### src/include/scg_pkg.sv
// Constants for the serial port configuration glue.
// Assumes byte-wide register access with a register select index.
package scg_pkg;
  // Register select indices (no printed offsets; chosen locally)
  localparam logic [1:0] REG_SECOND_PORT_CONTROL = 2'h0;
  localparam logic [1:0] REG_SERIAL_MODE_ONE = 2'h1;
  localparam logic [1:0] REG_SERIAL_MODE_TWO = 2'h2;
  localparam logic [1:0] REG_TRANSCEIVER_MODE = 2'h3;
  // Field positions
  localparam int IRQ_EN_BIT = 7;
  localparam int IRQ_SEL_LSB = 4;
  localparam int AUTO_DIR_B_BIT = 5;
  localparam int AUTO_DIR_A_BIT = 4;
  localparam int OUT_EN_B_BIT = 1;
  localparam int OUT_EN_A_BIT = 0;
  localparam int FAST_MODE_BIT = 0;
  // Writable masks; all other bits are reserved and read zero
  localparam logic [7:0] MODE_ONE_MASK = 8'h33;
  localparam logic [7:0] MODE_TWO_MASK = 8'h01;
  localparam logic [7:0] XCVR_MASK = 8'h03;
  // Reset values
  localparam logic [7:0] SECOND_PORT_CONTROL_RST = 8'h01;
  localparam logic [7:0] MODE_ONE_RST = 8'h03;
  localparam logic [7:0] MODE_TWO_RST = 8'h00;
  localparam logic [7:0] XCVR_RST = 8'h00;
  // Divisor scaling in legacy mode: shift by four (times 16)
  localparam int LEGACY_SHIFT = 4;
  // I/O window size of a serial port
  localparam logic [15:0] PORT_SPAN = 16'h0008;
endpackage

### src/core/scg_port_drive.sv
// One serial port's transmit direction and output gating.
// Assumes the port core reports pending bytes and its request-to-send bit.
`timescale 1ns/1ps
module scg_port_drive
  import scg_pkg::*;
(
  input wire logic i_line_standard,
  input wire logic i_auto_direction,
  input wire logic i_output_enable,
  input wire logic i_tx_pending,
  input wire logic i_rts,
  input wire logic i_txd,
  output logic o_txd,
  output logic o_rts,
  output logic o_driver_enable
);
  logic dir_enable;

  // Direction control of the transceiver driver
  always_comb begin
    if (!i_line_standard) begin
      dir_enable = 1'b1;
    end else if (i_auto_direction) begin
      dir_enable = i_tx_pending;
    end else begin
      dir_enable = ~i_rts;
    end
  end

  // Output gating by the port output enable
  assign o_driver_enable = dir_enable & i_output_enable;
  assign o_txd = i_output_enable ? i_txd : 1'b1;
  assign o_rts = i_output_enable ? i_rts : 1'b1;
endmodule

### src/core/scg_top.sv
// Serial port configuration glue: registers, decode and direction control.
// Assumes host register access arrives as one-cycle byte strobes on I_REF_CLK.
// Function
// - Bit 7 of second port control enables interrupt forwarding, reset 0.
// - Bits 6-4 select the serial IRQ slot, reset 000.
// - Bits 3-0 select the second port base address, reset 0001.
// - Auto direction in RS-422/485 drives while bytes remain.
// - Manual direction: request-to-send 0 enables, 1 tri-states.
// - Mode one bit 5 is second port auto direction, reset 0.
// - Mode one bit 4 is first port auto direction, reset 0.
// - Mode one bits 1 and 0 are output enables, reset 1.
// - A disabled port stops decoding its address range.
// - Mode two bit 0 fast mode; 0 scales divisor by 16.
// - Reserved bits ignore writes and read zero.
// - Mode two returns to defaults on platform reset.
// - Transceiver mode bits select RS-232 or RS-422/485 per port.
// - Second port control returns to defaults on platform reset.
`timescale 1ns/1ps
module scg_top
  import scg_pkg::*;
#(
  parameter int DIV_W = 16,
  parameter logic [15:0] PORT_A_BASE = 16'h03f8
)
(
  input wire logic I_REF_CLK,
  input wire logic I_RST_N,
  input wire logic I_CE,
  input wire logic I_REG_WR,
  input wire logic I_REG_RD,
  input wire logic [1:0] I_REG_SEL,
  input wire logic [7:0] I_REG_WDATA,
  output logic [7:0] O_REG_RDATA,
  input wire logic [15:0] I_IO_ADDR,
  output logic O_PORT_A_HIT,
  output logic O_PORT_B_HIT,
  input wire logic I_PORT_B_IRQ,
  output logic [15:0] O_IRQ_SLOTS,
  input wire logic [DIV_W-1:0] I_PORT_A_DIVISOR,
  input wire logic [DIV_W-1:0] I_PORT_B_DIVISOR,
  output logic [DIV_W+3:0] O_PORT_A_DIVISOR,
  output logic [DIV_W+3:0] O_PORT_B_DIVISOR,
  input wire logic I_PORT_A_TX_PENDING,
  input wire logic I_PORT_B_TX_PENDING,
  input wire logic I_PORT_A_RTS,
  input wire logic I_PORT_B_RTS,
  input wire logic I_PORT_A_TXD,
  input wire logic I_PORT_B_TXD,
  output logic O_PORT_A_TXD,
  output logic O_PORT_B_TXD,
  output logic O_PORT_A_RTS,
  output logic O_PORT_B_RTS,
  output logic O_PORT_A_DRIVER_EN,
  output logic O_PORT_B_DRIVER_EN,
  output logic O_PORT_A_LINE_STANDARD,
  output logic O_PORT_B_LINE_STANDARD
);
  logic [7:0] second_port_control;
  logic [7:0] serial_mode_one;
  logic [7:0] serial_mode_two;
  logic [7:0] transceiver_mode_register;
  logic [7:0] rdata;
  logic [7:0] next_second_port_control;
  logic [7:0] next_serial_mode_one;
  logic [7:0] next_serial_mode_two;
  logic [7:0] next_transceiver_mode_register;
  logic [7:0] next_rdata;
  logic [15:0] port_b_base;
  logic fast_mode;

  // Base address of the second port from its select code
  function automatic logic [15:0] base_of(input logic [3:0] code);
    unique case (code)
      4'h0: base_of = 16'h03f8;
      4'h1: base_of = 16'h02f8;
      4'h2: base_of = 16'h03e8;
      4'h3: base_of = 16'h02e8;
      4'h4: base_of = 16'h0200;
      4'h5: base_of = 16'h0220;
      4'h6: base_of = 16'h0228;
      4'h7: base_of = 16'h0338;
      4'h8: base_of = 16'h0238;
      4'h9: base_of = 16'h0338;
      default: base_of = 16'h02f8; // Reserved codes, software must avoid them
    endcase
  endfunction

  // Serial IRQ slot number from the line select code
  function automatic logic [3:0] slot_of(input logic [2:0] code);
    unique case (code)
      3'h0: slot_of = 4'h3;
      3'h1: slot_of = 4'h4;
      3'h2: slot_of = 4'h5;
      3'h3: slot_of = 4'ha;
      3'h4: slot_of = 4'h6;
      3'h5: slot_of = 4'h7;
      3'h6: slot_of = 4'h9;
      3'h7: slot_of = 4'hb;
    endcase
  endfunction

  // Address window hit test
  function automatic logic in_window(input logic [15:0] addr, input logic [15:0] base);
    in_window = (addr >= base) && (addr < base + PORT_SPAN);
  endfunction

  // Effective divisor: legacy mode multiplies by 16, fast mode passes it through
  function automatic logic [DIV_W+3:0] scale_div(input logic [DIV_W-1:0] div, input logic fast);
    logic [DIV_W+3:0] wide;
    wide = {4'h0, div};
    if (fast) begin
      scale_div = wide;
    end else begin
      scale_div = wide << LEGACY_SHIFT;
    end
  endfunction

  // Register write next values; reserved bits are masked here so they always read zero
  always_comb begin
    next_second_port_control = second_port_control;
    next_serial_mode_one = serial_mode_one;
    next_serial_mode_two = serial_mode_two;
    next_transceiver_mode_register = transceiver_mode_register;
    if (I_REG_WR) begin
      unique case (I_REG_SEL)
        REG_SECOND_PORT_CONTROL: next_second_port_control = I_REG_WDATA;
        REG_SERIAL_MODE_ONE: next_serial_mode_one = I_REG_WDATA & MODE_ONE_MASK;
        REG_SERIAL_MODE_TWO: next_serial_mode_two = I_REG_WDATA & MODE_TWO_MASK;
        REG_TRANSCEIVER_MODE: next_transceiver_mode_register = I_REG_WDATA & XCVR_MASK;
      endcase
    end
  end

  // Register state, platform reset restores defaults whatever the clock enable says
  always_ff @(posedge I_REF_CLK) begin
    if (!I_RST_N) begin
      second_port_control <= SECOND_PORT_CONTROL_RST;
      serial_mode_one <= MODE_ONE_RST;
      serial_mode_two <= MODE_TWO_RST;
      transceiver_mode_register <= XCVR_RST;
    end else if (I_CE) begin
      second_port_control <= next_second_port_control;
      serial_mode_one <= next_serial_mode_one;
      serial_mode_two <= next_serial_mode_two;
      transceiver_mode_register <= next_transceiver_mode_register;
    end
  end

  // Read-back select; a write and a read in one cycle return the old value
  always_comb begin
    next_rdata = rdata;
    if (I_REG_RD) begin
      unique case (I_REG_SEL)
        REG_SECOND_PORT_CONTROL: next_rdata = second_port_control;
        REG_SERIAL_MODE_ONE: next_rdata = serial_mode_one;
        REG_SERIAL_MODE_TWO: next_rdata = serial_mode_two;
        REG_TRANSCEIVER_MODE: next_rdata = transceiver_mode_register;
      endcase
    end
  end

  // Read data is held until the next read strobe
  always_ff @(posedge I_REF_CLK) begin
    if (!I_RST_N) begin
      rdata <= 8'h00;
    end else if (I_CE) begin
      rdata <= next_rdata;
    end
  end

  assign O_REG_RDATA = rdata;

  // Address decode, released when a port output is disabled
  // A released window lets another device on the host bus claim that range
  assign port_b_base = base_of(second_port_control[3:0]);
  assign O_PORT_A_HIT = serial_mode_one[OUT_EN_A_BIT] & in_window(I_IO_ADDR, PORT_A_BASE);
  assign O_PORT_B_HIT = serial_mode_one[OUT_EN_B_BIT] & in_window(I_IO_ADDR, port_b_base);

  // Interrupt forwarding onto the selected serial IRQ slot
  // Every other slot stays low for this source
  always_comb begin
    O_IRQ_SLOTS = 16'h0000;
    if (second_port_control[IRQ_EN_BIT]) begin
      O_IRQ_SLOTS[slot_of(second_port_control[IRQ_SEL_LSB +: 3])] = I_PORT_B_IRQ;
    end
  end

  // Baud divisor scaling for both ports
  assign fast_mode = serial_mode_two[FAST_MODE_BIT];
  assign O_PORT_A_DIVISOR = scale_div(I_PORT_A_DIVISOR, fast_mode);
  assign O_PORT_B_DIVISOR = scale_div(I_PORT_B_DIVISOR, fast_mode);

  assign O_PORT_A_LINE_STANDARD = transceiver_mode_register[0];
  assign O_PORT_B_LINE_STANDARD = transceiver_mode_register[1];

  // First port driver control
  scg_port_drive u_port_a (
    .i_line_standard(transceiver_mode_register[0]),
    .i_auto_direction(serial_mode_one[AUTO_DIR_A_BIT]),
    .i_output_enable(serial_mode_one[OUT_EN_A_BIT]),
    .i_tx_pending(I_PORT_A_TX_PENDING),
    .i_rts(I_PORT_A_RTS),
    .i_txd(I_PORT_A_TXD),
    .o_txd(O_PORT_A_TXD),
    .o_rts(O_PORT_A_RTS),
    .o_driver_enable(O_PORT_A_DRIVER_EN)
  );

  // Second port driver control
  scg_port_drive u_port_b (
    .i_line_standard(transceiver_mode_register[1]),
    .i_auto_direction(serial_mode_one[AUTO_DIR_B_BIT]),
    .i_output_enable(serial_mode_one[OUT_EN_B_BIT]),
    .i_tx_pending(I_PORT_B_TX_PENDING),
    .i_rts(I_PORT_B_RTS),
    .i_txd(I_PORT_B_TXD),
    .o_txd(O_PORT_B_TXD),
    .o_rts(O_PORT_B_RTS),
    .o_driver_enable(O_PORT_B_DRIVER_EN)
  );
endmodule

### config.mk
export PLATFORM = sky130hd
export DESIGN_NAME = scg_top
export DESIGN_NICKNAME = d
export VERILOG_FILES = /design/src/include/scg_pkg.sv /design/src/core/scg_port_drive.sv /design/src/core/scg_top.sv
export SDC_FILE = /design/constraint.sdc
export NUM_CORES = 1
export LEC_CHECK = 0
export ABC_AREA = 0
export BUFFER_PORTS_ARGS = -buffer_cell sky130_fd_sc_hd__buf_2
export CAP_MARGIN = 30
export CORE_UTILIZATION = 40
export DETAILED_ROUTE_END_ITERATION = 7
export GPL_TIMING_DRIVEN = 0
export PLACE_DENSITY = 0.87
export SETUP_SLACK_MARGIN = 0.3
export SLEW_MARGIN = 20
export SYNTH_ARGS = -nofsm -noshare
export SYNTH_HDL_FRONTEND = slang
export SYNTH_SLANG_ARGS = --single-unit
### constraint.sdc
create_clock -name I_REF_CLK -period 2.4 [get_ports I_REF_CLK]
set_input_delay 0 -clock I_REF_CLK [delete_from_list [all_inputs] [get_ports I_REF_CLK]]
set_output_delay 0 -clock I_REF_CLK [all_outputs]
set_load 0.05 [all_outputs]
==> qor.yml <==
grt:
  grt_antenna_before_repair: 0
  met3_usage_pct: 4.37
  grt_pass1_wl_mm: 11.4
  grtUsageTotal_pct: 22.7
  met1_usage_pct: 27.8
  grt.busiest_layer: "met2"
  met2_usage_pct: 40.4
  grt_pass1_vias: 2478
  grt_max_degree: 11
  grt_overflow_total: 0
worst_hold_path:
  worstHoldPathType: "in2reg"
  min_path_cells: 3
placement:
  dp_cells: 486
  pre_cts_ws_ns: 0.226
  gp_congestion: 0.790
  port_buffers: 141
  dp_hpwl_mm: 5.58
synth:
  synth-compound-area-share_pct: 8.97
  yosys.area_share.simple_pct: 26.5
  ys_warn_count: 0
  synth-async-reset-ratio_pct: 0
  syn_nets: 361
  synth_top_family_by_area: "simple AND/OR/NAND/NOR gates"
  syn_area_per_cell_um2: 8.69
  synth_xor_area_share_pct: 1.11
  yosys.area.top_type: "dfxtp_1"
  synth_area_leaders: "dfxtp_1, mux2_2, ha_1, mux2i_1, nor2_1"
  synth.top_cell.area_share_pct: 27.0
  netlist_area_um2: 2370
  yosys.area_share.adder_pct: 9.50
  synth_seq_cells: 32
  synth-main-ff-cell: "dfxtp_1"
  synthDistinctLibCells: 45
  synth-edff-count: 0
  syn_inst: 273
  synth.area.mux_share_pct: 22.2
  ys_seq_area_share_pct: 27.0
power:
  switching_share_pct: 33.1
  p_leak_nw: 1.69
  clockPowerShare_pct: 33.1
  pwr-share-comb_pct: 30.2
  power.internal_mw: 1.01
  total_power_mw: 1.51
  seqPwrFrac_pct: 36.8
  powerDensity_nw_per_um2: 447
  irDropWorstVdd_v: 0.000525
  power.switching_uw: 501
layout:
  final_common_cell: "buf_2"
  finalNetCount: 517
  final_cell_mix: "buf_2, nor2_1, dfxtp_1"
  drive_above_1_share_pct: 45.8
  syn_to_final_growth_pct: 42.9
  antenna-diode-count: 0
  final_cells: 502
setup_path:
  r2r_start: "second_port_control[4]"
  critPathArrivalTime_ns: 2.34
  reg2reg_slack_ns: 0.99
  startpoint_type: "flop"
  crit_family: "simple AND/OR/NAND/NOR gates"
  cpPeakStageDelay_ns: 0.49
  cp_slowest_cell: "or4b_4"
  reg2reg_depth: 5
  cp-endpoint: "O_PORT_B_HIT"
  cp_num_cells: 9
  cp.buffers_inverters: 1
  critPathKind: "reg2out"
  end_kind: "primary output"
  crit_fanout: 3
  required_ns: 2.40
  cp-startpoint: "port_b_base[3]"
  worstPathCellList: "ha_2 > nand2_1 > nor3_1 > ha_1 > a21oi_1 > nor2b_1 > or4b_4 > a211oi_4 > buf_6"
clock_tree:
  clock_sinks: 32
  root_buffer: "clkbuf_8"
  cts_buffer_depth: 2
  cts_max_level: 2
  path_clk_slew_ns: 0.07
  cts_tree: "built"
  cts_buffers: 5
  clk_latency_ns: 0.28
sta:
  final.period_utilization_pct: 97.3
  worst_slack_ns: 0.0638
  finalHoldViolCount: 0
  relSlewSlack_pct: 65.3
  fmax_mhz: 428
  layout_min_cycle_time_ns: 2.34
  slew_viol_final: 0
  clock_skew_ns: 0.00822
  worstMarginPinSlew_ns: 0.521
  rsz0062_at_grt: "yes"
  finalSetupViolCount: 0
  hold_slack_ns: 0.0348
detailed_routing:
  firstDrtPassIters: 4
  routed_wl_mm: 6.88
  drc: 0
  wl_per_cell_um: 13.7
  ant_nets: 0
  viasPerCell: 5.09
  drtIter0Drc: 74
  vias: 2553
die:
  io-pin-count: 144
  die_w_um: 79.0
  rows: 27
  die_h_um: 79.0
  core-area_um2: 5610
  dieArea_um2: 6240
  start_util_pct: 42.3
job:
  drv_cap: 0
run_status:
  outcome: "complete, no violations"
## layer usage
layer  part of all wire (%)  routed length, µm
met2                     50               3450
met4                    1.3                 87
met1                     44               3050
met3                    4.3                297
met5                      0                  0
## cell families after synthesis
kind of cell / Yosys count
AOI/OAI and AO/OA: 33
adders and majority gates: 18
muxes: 47
buffers and inverters: 24
and+or+nand+nor: 116
DFF: 32
xor gates and xnor gates: 3
## Yosys cell counts, drive strengths merged, types with 8 or more instances
| library cell | count |
|---|---|
| dfxtp | 32 |
| nand2 | 16 |
| mux2i | 18 |
| nor2 | 38 |
| nor2b | 10 |
| mux2 | 28 |
| nor3 | 14 |
| nand3 | 8 |
| inv | 12 |
| a21oi | 9 |
| ha | 18 |
| and2 | 8 |
## power by group through the flow
stage | combinational [mW] | sequential [mW] | clock (mW)
6_report | 0.456 | 0.557 | 0.500
3_3_place_gp | 0.433 | 0.567 | 0
5_1_grt | 0.490 | 0.559 | 0.536
3_5_place_dp | 0.445 | 0.569 | 0
4_1_cts | 0.454 | 0.556 | 0.508
2_1_floorplan | 0.296 | 0.575 | 0
## worst min path at each step
stage | start | to | slack [ns]
after CTS | I_CE | O_REG_RDATA[0] | 0.03
after detailed placement | I_RST_N | serial_mode_one[0] | 0.25
after global routing | I_CE | O_REG_RDATA[0] | 0.04
after floorplan | I_RST_N | serial_mode_one[0] | 0.06
final | I_CE | O_REG_RDATA[0] | 0.03
after global placement | I_REG_WDATA[7] | second_port_control[7] | 0.25
## final cells by class
| class | count | area (µm²) |
|---|---|---|
| clock buffers | 6 | 72.6 |
| plain buffers | 12 | 67.6 |
| flip-flops and latches | 32 | 643 |
| inverters | 12 | 45.0 |
| repair buffers | 149 | 785 |
| well taps | 72 | 90.1 |
| multi-input cells | 217 | 1650 |
| clock inverters | 2 | 35.0 |
| fillers | 516 | 2220 |
## metrics by stage
step / setup TNS (ns) / area (µm²) / utilization, %
after global routing: -0.0340 / 3390 / 60.4
final: 0 / 3390 / 60.4
after CTS: 0 / 3380 / 60.2
after detailed placement: 0 / 3190 / 56.9
after floorplan: 0 / 2390 / -
after global placement: 0 / 3190 / 56.9
## worst register-to-register path, cell delays in order (launching register included)
cell,delay [ns]
dfxtp_1,0.34
mux2i_1,0.09
nor2_1,0.20
inv_1,0.10
ha_1,0.29
mux2_4,0.27
## repair_timing
| item | 4_1_cts | 5_1_grt |
|---|---|---|
| resized for setup | 6 | 2 |
| endpoints found under the setup margin | 1 | 1 |
| hold buffers | 5 | 0 |
| setup buffers | 2 | 1 |
| pin swaps | 2 | 1 |
| hold endpoints to repair | 8 | 0 |
No activity file was read; power rests on OpenSTA's default activity.
